**config.mk**
```make
export PLATFORM = sky130hd
export DESIGN_NAME = acrb_config_bank
export DESIGN_NICKNAME = d
export VERILOG_FILES = /design/src/verilog/acrb_config_bank.v /design/src/verilog/acrb_serial_sync.v
export VERILOG_INCLUDE_DIRS = /design/src /design/src/verilog
export SDC_FILE = /design/constraint.sdc
export NUM_CORES = 1
export LEC_CHECK = 0
export ABC_AREA = 0
export BUFFER_PORTS_ARGS = -buffer_cell sky130_fd_sc_hd__buf_2
export CORE_MARGIN = 5
export CORE_UTILIZATION = 59
export CTS_CLUSTER_SIZE = 14
export DETAILED_ROUTE_END_ITERATION = 16
export GPL_ROUTABILITY_DRIVEN = 1
export PLACE_DENSITY = 0.8
export RECOVER_POWER = 50
export SYNTH_ARGS = -nofsm -noshare
export SYNTH_HDL_FRONTEND = slang
export SYNTH_SLANG_ARGS = --single-unit
```
**constraint.sdc**
```tcl
create_clock -name core_clk -period 3.38 [get_ports core_clk]
set_clock_uncertainty 0.1 [all_clocks]
set_input_delay 0.676 -clock core_clk [delete_from_list [all_inputs] [get_ports core_clk]]
set_output_delay 0.676 -clock core_clk [all_outputs]
set_load 0.05 [all_outputs]
```
**src/verilog/acrb_regs.vh**
```
`ifndef ACRB_REGS_VH
`define ACRB_REGS_VH
// Register indices (two-bit address from the command byte)
`define ACRB_IDX_INPUT_GAIN   2'h0
`define ACRB_IDX_RATE_MODE    2'h1
`define ACRB_IDX_REF_FILT     2'h2
`define ACRB_IDX_SPARE        2'h3
`define ACRB_RESET_VAL        8'h00
// Command opcodes (upper nibble)
`define ACRB_OP_RD            4'h2
`define ACRB_OP_WR            4'h4
// First register fields
`define ACRB_IN_SEL_HI        7
`define ACRB_IN_SEL_LO        4
`define ACRB_GAIN_HI          3
`define ACRB_GAIN_LO          1
`define ACRB_BYPASS_BIT       0
// Second register fields
`define ACRB_RATE_HI          7
`define ACRB_RATE_LO          5
`define ACRB_MODE_HI          4
`define ACRB_MODE_LO          3
`define ACRB_CONT_BIT         2
`define ACRB_THERM_BIT        1
`define ACRB_FAULT_BIT        0
// Third register fields
`define ACRB_REF_HI           7
`define ACRB_REF_LO           6
`define ACRB_FILT_HI          5
`define ACRB_FILT_LO          4
`define ACRB_SW_BIT           3
`define ACRB_EXC_HI           2
`define ACRB_EXC_LO           0
// Codes
`define ACRB_IN_GND_MIN       4'h8
`define ACRB_IN_REF_MON       4'hC
`define ACRB_IN_RSVD          4'hF
`define ACRB_GAIN_MAX_BYP     3'h2
`define ACRB_MODE_NORMAL      2'h0
`define ACRB_MODE_DUTY        2'h1
`define ACRB_MODE_TURBO       2'h2
`define ACRB_RATE_RSVD        3'h7
`define ACRB_REF_CLK_KHZ      4096
`endif

```
**src/verilog/acrb_config_bank.v**
```verilog
`timescale 1ns/100ps
// Function
// - Input field picks positive and negative inputs
// - Code 1100 monitors reference over four
// - Gain codes map to gains 1 to 128
// - Bypass honoured only at gains 1, 2, 4
// - Rate field meaning depends on mode
// - Mode field selects normal, duty, turbo
// - Continuity bit selects single or continuous
// - Thermal sense overrides whole first register
// - Fault bit switches burn-out sources
// - Rate codes give per-mode sample rates
// - Rates scale with device clock frequency
// - Third register holds reference, filter, switch, current
// - Second register resets to zero
// - First register resets to zero
// - Access only through serial read, write commands
// - Commit on last falling edge, restart conversion
`include "acrb_regs.vh"
module acrb_config_bank #(
    parameter CLK_KHZ = `ACRB_REF_CLK_KHZ
) (
    // Clock and reset
    input  wire       core_clk,
    input  wire       rst_n,
    // Serial pins, mode 1
    input  wire       cs_n,
    input  wire       sclk,
    input  wire       din,
    output reg        dout_q,
    output reg        dout_oe_q,
    // Decoded analog controls
    output reg  [2:0] pos_input_q,
    output reg  [2:0] neg_input_q,
    output reg        ref_monitor_q,
    output reg        mid_short_q,
    output reg  [7:0] gain_q,
    output reg        amp_enable_q,
    output reg  [1:0] op_mode_q,
    output reg        continuous_q,
    output reg        thermal_sense_q,
    output reg        fault_current_q,
    output reg [15:0] rate_centi_sps_q,
    output reg        config_fault_q,
    output reg  [1:0] ref_select_q,
    output reg  [1:0] filter_select_q,
    output reg        low_side_switch_q,
    output reg  [2:0] excitation_current_q,
    output reg        restart_q
);
    ////////////////////////////////////////////////////////////////////////
    // Pin synchronisation
    wire cs_lvl;
    wire sclk_rise;
    wire sclk_fall;
    wire din_lvl;
    wire cs_rise_unused;
    wire cs_fall_unused;
    wire din_rise_unused;
    wire din_fall_unused;
    wire sclk_lvl_unused;
    // Select is synchronised active high so its reset level matches the idle pin
    acrb_serial_sync u_cs (.core_clk(core_clk), .rst_n(rst_n), .pin_in(~cs_n),
        .level_q(cs_lvl), .rise_q(cs_rise_unused), .fall_q(cs_fall_unused));
    acrb_serial_sync u_sclk (.core_clk(core_clk), .rst_n(rst_n), .pin_in(sclk),
        .level_q(sclk_lvl_unused), .rise_q(sclk_rise), .fall_q(sclk_fall));
    acrb_serial_sync u_din (.core_clk(core_clk), .rst_n(rst_n), .pin_in(din),
        .level_q(din_lvl), .rise_q(din_rise_unused), .fall_q(din_fall_unused));

    ////////////////////////////////////////////////////////////////////////
    // Register storage, indexed flip-flops
    reg [7:0] regs_q [0:3];

    // Rate table in centi-samples per second at the nominal clock
    function [15:0] rate_nominal;
        input [1:0] mode;
        input [2:0] code;
        reg   [15:0] base;
        begin
            case (code)
                3'h0:    base = 16'h07D0;
                3'h1:    base = 16'h1194;
                3'h2:    base = 16'h2328;
                3'h3:    base = 16'h445C;
                3'h4:    base = 16'h80E8;
                3'h5:    base = 16'hEA60;
                default: base = 16'h0000;
            endcase
            if (code == 3'h6) begin
                base = 16'h0000;
            end
            case (mode)
                // Code 011 in duty mode is 44 SPS, not a quarter of 175
                `ACRB_MODE_DUTY:  rate_nominal = (code == 3'h3) ? 16'h1130 : (base >> 2);
                `ACRB_MODE_TURBO: rate_nominal = base << 1;
                default:          rate_nominal = base;
            endcase
        end
    endfunction

    ////////////////////////////////////////////////////////////////////////
    // Serial command engine, one-hot
    localparam ST_CMD  = 4'b0001;
    localparam ST_WR   = 4'b0010;
    localparam ST_RD   = 4'b0100;
    localparam ST_SKIP = 4'b1000;

    reg [3:0] state_q;
    reg [2:0] bit_q;
    reg [7:0] sh_q;
    reg [1:0] addr_q;
    reg [1:0] left_q;
    reg [7:0] tx_q;
    wire [7:0] sh_next = {sh_q[6:0], din_lvl};
    wire       byte_end = sclk_fall && (bit_q == 3'h7);

    always @(posedge core_clk) begin
        if (!rst_n) begin
            state_q   <= ST_CMD;
            bit_q     <= 3'h0;
            sh_q      <= 8'h00;
            addr_q    <= 2'h0;
            left_q    <= 2'h0;
            tx_q      <= 8'h00;
            dout_q    <= 1'b0;
            dout_oe_q <= 1'b0;
            restart_q <= 1'b0;
            regs_q[0] <= `ACRB_RESET_VAL;
            regs_q[1] <= `ACRB_RESET_VAL;
            regs_q[2] <= `ACRB_RESET_VAL;
            regs_q[3] <= `ACRB_RESET_VAL;
        end else begin
            restart_q <= 1'b0;
            dout_oe_q <= cs_lvl;
            if (!cs_lvl) begin
                // Deselect aborts any partial command
                state_q <= ST_CMD;
                bit_q   <= 3'h0;
            end else begin
                if (sclk_rise && state_q == ST_RD) begin
                    dout_q <= tx_q[7];
                    tx_q   <= {tx_q[6:0], 1'b0};
                end
                if (sclk_fall) begin
                    sh_q  <= sh_next;
                    bit_q <= bit_q + 3'h1;
                end
                if (byte_end) begin
                    case (state_q)
                        ST_CMD: begin
                            addr_q <= sh_next[3:2];
                            left_q <= sh_next[1:0];
                            if (sh_next[7:4] == `ACRB_OP_WR) begin
                                state_q <= ST_WR;
                            end else if (sh_next[7:4] == `ACRB_OP_RD) begin
                                state_q <= ST_RD;
                                tx_q    <= regs_q[sh_next[3:2]];
                            end else begin
                                state_q <= ST_CMD;
                            end
                        end
                        ST_WR: begin
                            // Value lands on the final falling edge of each byte
                            regs_q[addr_q] <= sh_next;
                            addr_q         <= addr_q + 2'h1;
                            left_q         <= left_q - 2'h1;
                            if (left_q == 2'h0) begin
                                state_q   <= ST_CMD;
                                restart_q <= 1'b1;
                            end
                        end
                        ST_RD: begin
                            addr_q <= addr_q + 2'h1;
                            left_q <= left_q - 2'h1;
                            tx_q   <= regs_q[addr_q + 2'h1];
                            if (left_q == 2'h0) begin
                                state_q <= ST_CMD;
                            end
                        end
                        default: state_q <= ST_CMD;
                    endcase
                end
            end
        end
    end

    ////////////////////////////////////////////////////////////////////////
    // Field decode
    wire [3:0] in_sel = regs_q[0][`ACRB_IN_SEL_HI:`ACRB_IN_SEL_LO];
    wire [2:0] gsel   = regs_q[0][`ACRB_GAIN_HI:`ACRB_GAIN_LO];
    wire       byp    = regs_q[0][`ACRB_BYPASS_BIT];
    wire [2:0] rsel   = regs_q[1][`ACRB_RATE_HI:`ACRB_RATE_LO];
    wire [1:0] msel   = regs_q[1][`ACRB_MODE_HI:`ACRB_MODE_LO];
    wire       therm  = regs_q[1][`ACRB_THERM_BIT];

    // Input codes: 0 to 3 are pins, 4 is ground; 7 means not routed
    reg [2:0] pos_d;
    reg [2:0] neg_d;
    always @* begin
        case (in_sel)
            4'h0: begin pos_d = 3'h0; neg_d = 3'h1; end
            4'h1: begin pos_d = 3'h0; neg_d = 3'h2; end
            4'h2: begin pos_d = 3'h0; neg_d = 3'h3; end
            4'h3: begin pos_d = 3'h1; neg_d = 3'h2; end
            4'h4: begin pos_d = 3'h1; neg_d = 3'h3; end
            4'h5: begin pos_d = 3'h2; neg_d = 3'h3; end
            4'h6: begin pos_d = 3'h1; neg_d = 3'h0; end
            4'h7: begin pos_d = 3'h3; neg_d = 3'h2; end
            4'h8: begin pos_d = 3'h0; neg_d = 3'h4; end
            4'h9: begin pos_d = 3'h1; neg_d = 3'h4; end
            4'hA: begin pos_d = 3'h2; neg_d = 3'h4; end
            4'hB: begin pos_d = 3'h3; neg_d = 3'h4; end
            default: begin pos_d = 3'h7; neg_d = 3'h7; end
        endcase
    end

    // Thermal mode ignores the first register entirely
    wire       amp_on_d = therm | ~byp | (gsel > `ACRB_GAIN_MAX_BYP);
    wire       mon_d    = ~therm & (in_sel == `ACRB_IN_REF_MON);
    wire       rsvd_d   = (~therm & (in_sel == `ACRB_IN_RSVD)) |
                          (msel == 2'h3) | (rsel == `ACRB_RATE_RSVD);
    wire [31:0] rate_scaled = rate_nominal(msel, rsel) * CLK_KHZ / `ACRB_REF_CLK_KHZ;

    always @(posedge core_clk) begin
        if (!rst_n) begin
            pos_input_q          <= 3'h0;
            neg_input_q          <= 3'h1;
            ref_monitor_q        <= 1'b0;
            mid_short_q          <= 1'b0;
            gain_q               <= 8'h01;
            amp_enable_q         <= 1'b1;
            op_mode_q            <= `ACRB_MODE_NORMAL;
            continuous_q         <= 1'b0;
            thermal_sense_q      <= 1'b0;
            fault_current_q      <= 1'b0;
            rate_centi_sps_q     <= 16'h07D0;
            config_fault_q       <= 1'b0;
            ref_select_q         <= 2'h0;
            filter_select_q      <= 2'h0;
            low_side_switch_q    <= 1'b0;
            excitation_current_q <= 3'h0;
        end else begin
            pos_input_q      <= therm ? 3'h7 : pos_d;
            neg_input_q      <= therm ? 3'h7 : neg_d;
            ref_monitor_q    <= mon_d;
            mid_short_q      <= ~therm & (in_sel == 4'hD);
            gain_q           <= therm ? 8'h01 : (8'h01 << gsel);
            // Monitor code bypasses the amplifier regardless of the bit
            amp_enable_q     <= amp_on_d & ~mon_d;
            op_mode_q        <= msel;
            continuous_q     <= regs_q[1][`ACRB_CONT_BIT];
            thermal_sense_q  <= therm;
            fault_current_q  <= regs_q[1][`ACRB_FAULT_BIT];
            rate_centi_sps_q <= rate_scaled[15:0];
            config_fault_q   <= rsvd_d | (~therm & (in_sel >= `ACRB_IN_GND_MIN)
                                 & (in_sel < `ACRB_IN_REF_MON) & amp_on_d);
            ref_select_q         <= regs_q[2][`ACRB_REF_HI:`ACRB_REF_LO];
            filter_select_q      <= regs_q[2][`ACRB_FILT_HI:`ACRB_FILT_LO];
            low_side_switch_q    <= regs_q[2][`ACRB_SW_BIT];
            excitation_current_q <= regs_q[2][`ACRB_EXC_HI:`ACRB_EXC_LO];
        end
    end
endmodule // acrb_config_bank

```
**src/verilog/acrb_serial_sync.v**
```verilog
`timescale 1ns/100ps
// Three-stage synchroniser; change accepted when stages two and three agree
module acrb_serial_sync (
    // Clock and reset
    input  wire core_clk,
    input  wire rst_n,
    // Pin side
    input  wire pin_in,
    // Core side
    output reg  level_q,
    output reg  rise_q,
    output reg  fall_q
);
    reg s1_q;
    reg s2_q;
    reg s3_q;
    always @(posedge core_clk) begin
        if (!rst_n) begin
            s1_q    <= 1'b0;
            s2_q    <= 1'b0;
            s3_q    <= 1'b0;
            level_q <= 1'b0;
            rise_q  <= 1'b0;
            fall_q  <= 1'b0;
        end else begin
            s1_q   <= pin_in;
            s2_q   <= s1_q;
            s3_q   <= s2_q;
            rise_q <= 1'b0;
            fall_q <= 1'b0;
            if (s2_q == s3_q && s3_q != level_q) begin
                level_q <= s3_q;
                rise_q  <= s3_q;
                fall_q  <= ~s3_q;
            end
        end
    end
endmodule // acrb_serial_sync
```
[Word level (Yosys, flattened, before mapping)]
Memories as Yosys holds them, arrays and structs flattened. A register that Yosys moved wholly into a read port is not among the register bits.
Index checks and enable logic that the tools add are counted.
Word-level totals
  flip-flop bits (word level): 82
  memory bits (writable): 32
  memory bits (read-only): 96
  input bits: 5
  output and inout port bits: 50
  word-level logic and storage cells: 137
  memories kept: 2
Memory list
  (name not given): depth 16, width 6, read ports 1, clocked after Yosys merged registers in 0, write ports 0, RTL line acrb_config_bank.v:200  | case (in_sel)
  regs_q: depth 4, width 8, read ports 5, clocked after Yosys merged registers in 2, write ports 4, RTL line acrb_config_bank.v:72  | reg [7:0] regs_q [0:3];
Cells by class
  $add $sub $neg: 3
  magnitude comparators: 3
  eq/ne operators: 26
  shift-type cells: 1
  multiplexer cells: 29
  bitwise operators: 18
  reductions and logical operators: 19
Operators with widths (number)
  16-bit case mux with 6 select lines: 1
  8-bit 2-to-1 mux: 5
  16-bit case mux with 2 select lines: 1
  16-bit 2-to-1 mux: 1
  8-bit case mux with 2 select lines: 1
  3-bit == test (second input constant): 5
  14-bit 2-to-1 mux: 1
  4-bit == test (second input constant): 3
  3-bit 2-to-1 mux: 4
  2-bit AND reduction: 5
  4-bit by 2-bit == test with 1-bit output (second input constant): 2
  4-bit by 3-bit == test with 1-bit output (second input constant): 2
  1-bit 2-to-1 mux: 8
  2-bit case mux with 2 select lines: 2
  4-bit case mux with 2 select lines: 1
  8-bit OR reduction: 1
  1-bit by 3-bit << shifter with 8-bit output (first input constant): 1
  1-bit AND: 7
  3-bit by 2-bit == test with 1-bit output (second input constant): 2
  2-bit 2-to-1 mux: 3
  1-bit NOT: 6
  1-bit logical AND: 5
  1-bit OR: 5
  2-bit == test (second input constant): 2
  20 further kinds: 25

[Longest topological paths before layout]
Gate-level depths: netlist of the first run.
  depth in word-level cells: 8
  gate-level depth with buffers: 8
  depth with buffers taken out: 6

[Cells and area by module]
Synthesis of the first run repeated with hierarchy kept, for this count alone.
Unflattened totals
  cells, all modules: 556
  area, all modules: 5617.9 um^2
Modules (own cells, without submodules)
  acrb_config_bank: instances 1, cells an instance 511, area an instance 5092.4 um^2, seq. area each 2502.4 um^2
  acrb_serial_sync: instances 3, cells an instance 15, area an instance 175.2 um^2, seq. area each 120.1 um^2

[Worst setup path before layout of the first run]
Ideal clock, no wire load.
  path type: reg2reg
  start point: register bit_q[0]
  end point: memory regs_q[0][0], enable pin
  library setup time: 0.387 ns
  data arrival time: 1.966 ns
  required time: 2.893 ns
  slack: 0.927 ns
  stages on the path, launching flop included: 8
  path buffers: 2
  clock period less this slack: 2.453 ns
  cells stage by stage: dfxtp_1 ha_1 ha_1 and3_1 clkbuf_1 nand3_1 clkbuf_1 o31ai_1
RTL lines
  start: declaration: RTL line acrb_config_bank.v:109  | reg [2:0] bit_q;
  start signal: assignment: RTL line acrb_config_bank.v:146  | bit_q <= bit_q + 3'h1;
  end: declaration: RTL line acrb_config_bank.v:72

==> results of run 1 <==
==> cell type report <==
type / count / area share
flip-flops and latches: 123 / 0.439
multi-input cells: 356 / 0.394
clock buffers: 26 / 0.0771
repair buffers: 64 / 0.0440
well taps: 129 / 0.0254
clock inverters: 6 / 0.0132
inverters: 13 / 0.00769
==> worst min path at each step <==
stage | startpoint | end | slack [ns] | depth (start not counted)
after floorplan | u_cs.s1_q | u_cs.s2_q | 0.31 | 1
after global placement | u_sclk.s1_q | u_sclk.s2_q | 0.32 | 1
after detailed placement | u_sclk.s1_q | u_sclk.s2_q | 0.32 | 1
after CTS | cs_n | u_cs.s1_q | 0.20 | 2
after global routing | cs_n | u_cs.s1_q | 0.21 | 2
final | cs_n | u_cs.s1_q | 0.22 | 2
==> sequential cells by signal (all words and copies together), names as in the netlist, 2 cells and up, named ones only <==
name	count
op_mode_q	2
neg_input_q	3
excitation_current_q	3
gain_q	8
addr_q	2
filter_select_q	2
state_q	3
sh_q	7
left_q	2
pos_input_q	3
bit_q	3
ref_select_q	2
rate_centi_sps_q	16
tx_q	8
regs_q	32
==> report_power, final <==
part	internal [mW]	switching, mW
registers	1.56	0.0512
clock network	1.13	0.616
logic	0.0741	0.194
==> per-stage QoR <==
| stage | power, mW | hold slack, ns | area, sq um | worst slack [ns] | utilization |
|---|---|---|---|---|---|
| final | 3.63 | 0.220 | 6340 | 1.01 | 0.687 |
| after global routing | 3.74 | 0.211 | 6340 | 0.867 | 0.687 |
| after CTS | 3.65 | 0.204 | 6410 | 1.04 | 0.694 |
| after detailed placement | 1.91 | 0.323 | 5840 | 1.09 | 0.632 |
| after global placement | 1.91 | 0.319 | 5840 | 1.17 | 0.632 |
| after floorplan | 1.84 | 0.312 | 5610 | 0.927 | - |
==> metal layers <==
| metal | global-route usage | wire length, um |
|---|---|---|
| met5 | 0 | 0 |
| met4 | 0.0821 | 344 |
| met3 | 0.0570 | 1090 |
| met2 | 0.395 | 6460 |
| met1 | 0.300 | 5300 |
==> cell usage in the layout (no fill, tap or decap), drive strengths merged, types with 9 or more instances in the layout <==
cell     n
mux2i   10
nor2    36
dfxtp   91
nand2   43
nand2b  12
nand3   16
inv     14
nor3     9
and2    54
a21oi   38
buf     17
clkbuf  73
edfxtp  32
o21ai   22
mux4    16
==> critical path: cells and delay by family (launching register included) <==
family / cells / cell delay, ns
AND/OR/NAND/NOR: 4 / 1.46
adder cells (fa/ha/maj): 2 / 0.34
flip-flops: 1 / 0.35
==> kinds of logic after synthesis <==
kind of cell	after synthesis	share of synthesized area
and+or+nand+nor	205	0.196
DFF	123	0.496
AOI/OAI and AO/OA	116	0.144
buffers and inverters	57	0.0578
muxes	26	0.0866
adders and majority gates	6	0.0134
xor gates and xnor gates	3	0.00603
==> key figures, run 1 <==
Place
  – Port Buffers: 54
  – Gpl congestion: 0.896
  – Post-Place Cells: 685
  – DP Wirelength: 8.36 mm

GRT
  – Largest net degree at the start of global routing: 30
  – Total GRT Usage: 0.236
  – Vias in the first global route: 4,165
  – Grt ovf: 0
  – Initial antenna violation count: 0
  – First-pass GRT wire length: 21.3 mm

Clock tree
  – Post-CTS setup buffers: 0
  – Inserted Clock Buffers: 17
  – Post-CTS sizing: 0
  – Quantity of hold-fixing buffers added after cts: 0
  – Longest Clk Path Bufs: 2
  – Clock Root Buffer: clkbuf_8
  – # clock sinks: 123
  – CTS H-tree depth: 4
  – Clk_lat worst skew: 0.51 ns
  – Worst-path clk slew: 0.05 ns
  – TritonCTS clock tree: built

Critical path
  – CP required: 3.66 ns
  – Reg2reg setup slack: 1.01 ns
  – Crit. Startpoint: bit_q[0]
  – R2R cell count: 6
  – Worst R2R Start: bit_q[0]
  – CP Cell Sequence: ha_1 > ha_1 > and3_1 > nand4_1 > nor3_1 > and2_2
  – CP startpoint kind: flop
  – Critical Path AT: 2.65 ns
  – CP max stage cell: nor3_1
  – Worst path most repeated cell: ha_1
  – Largest stage delay on the critical path: 0.62 ns
  – CP endpoint kind: flop
  – Crit path kind: flop to flop
  – Critical Path Sink: regs_q[0][4]
  – R2R Path End: regs_q[0][4]
  – CP Max Fanout: 8

Drt
  – Routed vias: 4,321
  – Final WL: 13.2 mm
  – Vias per cell: 6.03
  – Pre-antenna DRT Iters: 5
  – DRT antenna net count: 0
  – Routed wire per std cell: 18.4 um
  – DRC violations left: 0
  – Initial DRC Count: 313

Die
  – Die height: 107 um
  – Std cell rows: 35
  – # IOs: 55
  – Total Die Area: 11,500 sq um
  – Core Footprint: 9240 sq um
  – Starting Density: 0.607
  – Die W: 107 um

Synthesis
  – Netlist cell types: 65
  – Mapped cell area: 5610 sq um
  – Most frequent cell after synthesis: dfxtp_1
  – Yosys warnings: 0
  – Post-synth EDFFs: 32
  – Syn avg cell area: 10.5 sq um
  – Synth Net Count: 547
  – Yosys top cell area share: 0.325
  – Seq/Total Area, Yosys: 0.496
  – Top cells by area, synth: dfxtp_1 33%, edfxtp_1 17%, and2_1 5.4%, mux4_4 4.5%, a21oi_1 3.4%
  – Yosys reg bits: 123
  – Post-synth top area cell: dfxtp_1
  – Ys flop type: dfxtp_1
  – Post-synth ARST share: 0
  – Mapped Cells: 536
  – Commonest cells post-synth: 91 x dfxtp_1, 48 x and2_1, 43 x nand2_1

Pwr
  – Power Dens Cells: 572 nW/um^2
  – Worst VDD drop: 0.355 mV
  – Leak: 2.22 nW

Layout
  – Multi-input gate area: 2500 sq um
  – Non-filler cells, final: 717
  – Filler cells: 690
  – P&R area growth vs syn: 13.2%
  – Register area: 2780 sq um
  – Fraction of layout instances using a drive strength above 1: 0.126
  – Diodes inserted: 0
  – Number of nets in the layout: 586

STA
  – Max-slew violations: 0
  – Worst-Margin Slew: 1.03 ns
  – Slew margin rel.: 0.314
  – Final hold violation count: 0
  – Min Tclk post-route: 2.37 ns
  – Unrepaired setup endpoints after global routing: no
  – Max Clock Freq: 422 MHz
  – Setup Viol. Count Final: 0
  – Setup TNS: 0 ns
  – Final period util: 0.701

Run status
  – Status: complete, no violations

Job
  – Max Cap Viol: 0

Min path
  – Hold Path Class: input pin to flop
(Power assumes the default switching activity.)
==> run 2, diff against run 1 <==
clock period = 2.2 ns   (was 3.38 ns; I/O delays follow)
==> key figures, run 2 (synthesized netlist as in run 1, its figures left out) <==
GRT
  – First-pass GRT wire length: 21.0 mm (-1.7%)
  – Largest net degree at the start of global routing: 28 (-6.7%)
  – Total GRT Usage: 0.234 (-0.00212)
  – Met1 usage: 0.281 (-0.0188)
  – Met2 GRT Util: 0.397 (+0.00223)
  – GRT met3 Usage: 0.0594 (+0.00240)
  – Vias in the first global route: 4,316 (+3.6%)
  – Grt ovf: 0 (unchanged)
  – GRT busiest layer: met2
  – Initial antenna violation count: 0 (unchanged)

Drt
  – Initial DRC Count: 307 (-1.9%)
  – Routed vias: 4,412 (+2.1%)
  – Routed wire per std cell: 17.3 um (-5.7%)
  – DRT antenna net count: 0 (unchanged)
  – Vias per cell: 5.95 (-1.3%)
  – Pre-antenna DRT Iters: 6 (+1)
  – Final WL: 12.9 mm (-2.4%)
  – DRC violations left: 0 (unchanged)

Layout
  – Number of nets in the layout: 611 (+4.3%)
  – Filler cells: 677 (-1.9%)
  – Biggest register: regs_q
  – Multi-input gate area: 2530 sq um (+1.2%)
  – Post-route cell area: 6580 sq um (+3.7%)
  – Top flop regs: regs_q: 32 flops, rate_centi_sps_q: 16 flops
  – Diodes inserted: 0 (unchanged)
  – Register area: 2780 sq um (unchanged)
  – Non-filler cells, final: 742 (+3.5%)
  – Commonest non-fill, non-tap cells in the layout: 91 x dfxtp_1, 48 x clkbuf_1, 43 x nand2_1
  – Largest register FFs: 32 (unchanged)
  – P&R area growth vs syn: 17.3%
  – Most common cell after layout, fill and taps aside: dfxtp_1
  – Fraction of layout instances using a drive strength above 1: 0.178 (+0.0520)

Place
  – Gpl congestion: 0.896 (about the same)
  – Post-DP Area: 6010 sq um (+3.0%)
  – Port Buffers: 54 (unchanged)
  – DP Wirelength: 8.76 mm (+4.8%)
  – Post-Place Cells: 708 (+3.4%)
  – Pre-CTS setup slack: -0.0761 ns (-1.17 ns)

STA
  – Unrepaired setup endpoints after global routing: no
  – Max-slew violations: 0 (unchanged)
  – Worst-Margin Slew: 1.18 ns (+0.150 ns)
  – Final period util: 0.973 (+0.272)
  – Final hold violation count: 0 (unchanged)
  – Slew margin rel.: 0.214 (-0.100)
  – Setup TNS: 0 ns (unchanged)
  – Max Clock Freq: 467 MHz (+11%)
  – Setup Viol. Count Final: 0 (unchanged)
  – Min Tclk post-route: 2.14 ns (-0.229 ns)
  – Final WS setup: 0.0591 ns (-0.951 ns)

Critical path
  – R2R cell count: 8 (+2)
  – CP Max Fanout: 6 (-2)
  – CP endpoint kind: flop
  – Critical Path AT: 2.32 ns (-0.33 ns)
  – Crit path kind: flop to flop
  – CP required: 2.38 ns (-1.28 ns)
  – Reg2reg setup slack: 0.06 ns (-0.95 ns)
  – Worst R2R Start: bit_q[0]
  – CP startpoint kind: flop
  – R2R Path End: regs_q[1][4]

Pwr
  – Power Dens Cells: 851 nW/um^2 (+49%)
  – Leak: 2.35 nW (+5.8%)
  – Worst VDD drop: 0.538 mV (+52%)
  – Pwr Total: 5.60 mW (+54%)

Run status
  – Status: complete, no violations

Die
  – Starting Density: 0.607 (unchanged)
  – Die height: 107 um (unchanged)
  – Total Die Area: 11,500 sq um (unchanged)
  – Std cell rows: 35 (unchanged)
  – Die W: 107 um (unchanged)
  – # IOs: 55 (unchanged)
  – Core Footprint: 9240 sq um (unchanged)

Job
  – Max Cap Viol: 0 (unchanged)

Clock tree
  – Inserted Clock Buffers: 17 (unchanged)
  – Clock Root Buffer: clkbuf_8
  – CTS H-tree depth: 4 (unchanged)
  – Worst-path clk slew: 0.06 ns (about the same)
  – Clk_lat worst skew: 0.52 ns (about the same)
  – Longest Clk Path Bufs: 2 (unchanged)
  – # clock sinks: 123 (unchanged)
  – TritonCTS clock tree: built

Min path
  – Critical hold path startpoint: sclk
  – Hold Path Class: input pin to flop
  – Worst hold path depth: 2 (unchanged)
  – Hold EP: u_sclk.s1_q
==> run 2: layout make-up <==
class                      count  share of cell area
sequential                   123               0.423
multi-input combinational    356               0.384
timing repair buffer          89              0.0711
clock buffer                  19              0.0706
tap                          129              0.0245
clock inverter                13              0.0190
inverter                      13             0.00742
==> run 2: worst max-delay path by stage <==
| stage | start | endpoint | depth (start not counted) |
|---|---|---|---|
| after global routing | bit_q[0] | regs_q[1][7] | 8 |
| after detailed placement | bit_q[0] | regs_q[0][4] | 7 |
| after floorplan | bit_q[0] | regs_q[1][0] | 7 |
| after global placement | sh_q[4] | tx_q[7] | 4 |
| final | bit_q[0] | regs_q[1][4] | 8 |
| after CTS | sh_q[4] | tx_q[7] | 4 |
==> run 2: critical path, cell delays in order (launching register included) <==
cell and delay (ns):
dfxtp_1 0.32, ha_1 0.19, ha_1 0.19, and3_1 0.22, buf_4 0.16, nand4_1 0.25, nor2_2 0.10, buf_4 0.17
and2_2 0.18
==> run 2: power by group <==
part | internal (mW) | switching (mW)
clock | 1.65 | 1.05
combinational | 0.124 | 0.310
sequential | 2.40 | 0.0583
==> run 2: repair_timing <==
item | 4_1_cts | 5_1_grt
pin swaps | 0 | 1
gates resized for setup | 1 | 6
cloned | 0 | 0
endpoints found under the hold margin | 1 | 0
buffers inserted | 0 | 1
endpoints found under the setup margin | 8 | 47
hold buffers | 1 | 0
==> run 2: per-stage QoR <==
step,utilization,hold slack (ns)
floorplan,-,0.312
CTS,0.716,0.0155
global route,0.712,0.0382
global placement,0.651,0.316
finish,0.712,0.0282
detailed placement,0.651,0.329
==> run 2: layer usage <==
layer  vias up  part of all wire
li1       2070                 -
met1      2105              0.40
met2       203              0.51
met3        34             0.067
met4         0             0.026
met5         -                 0
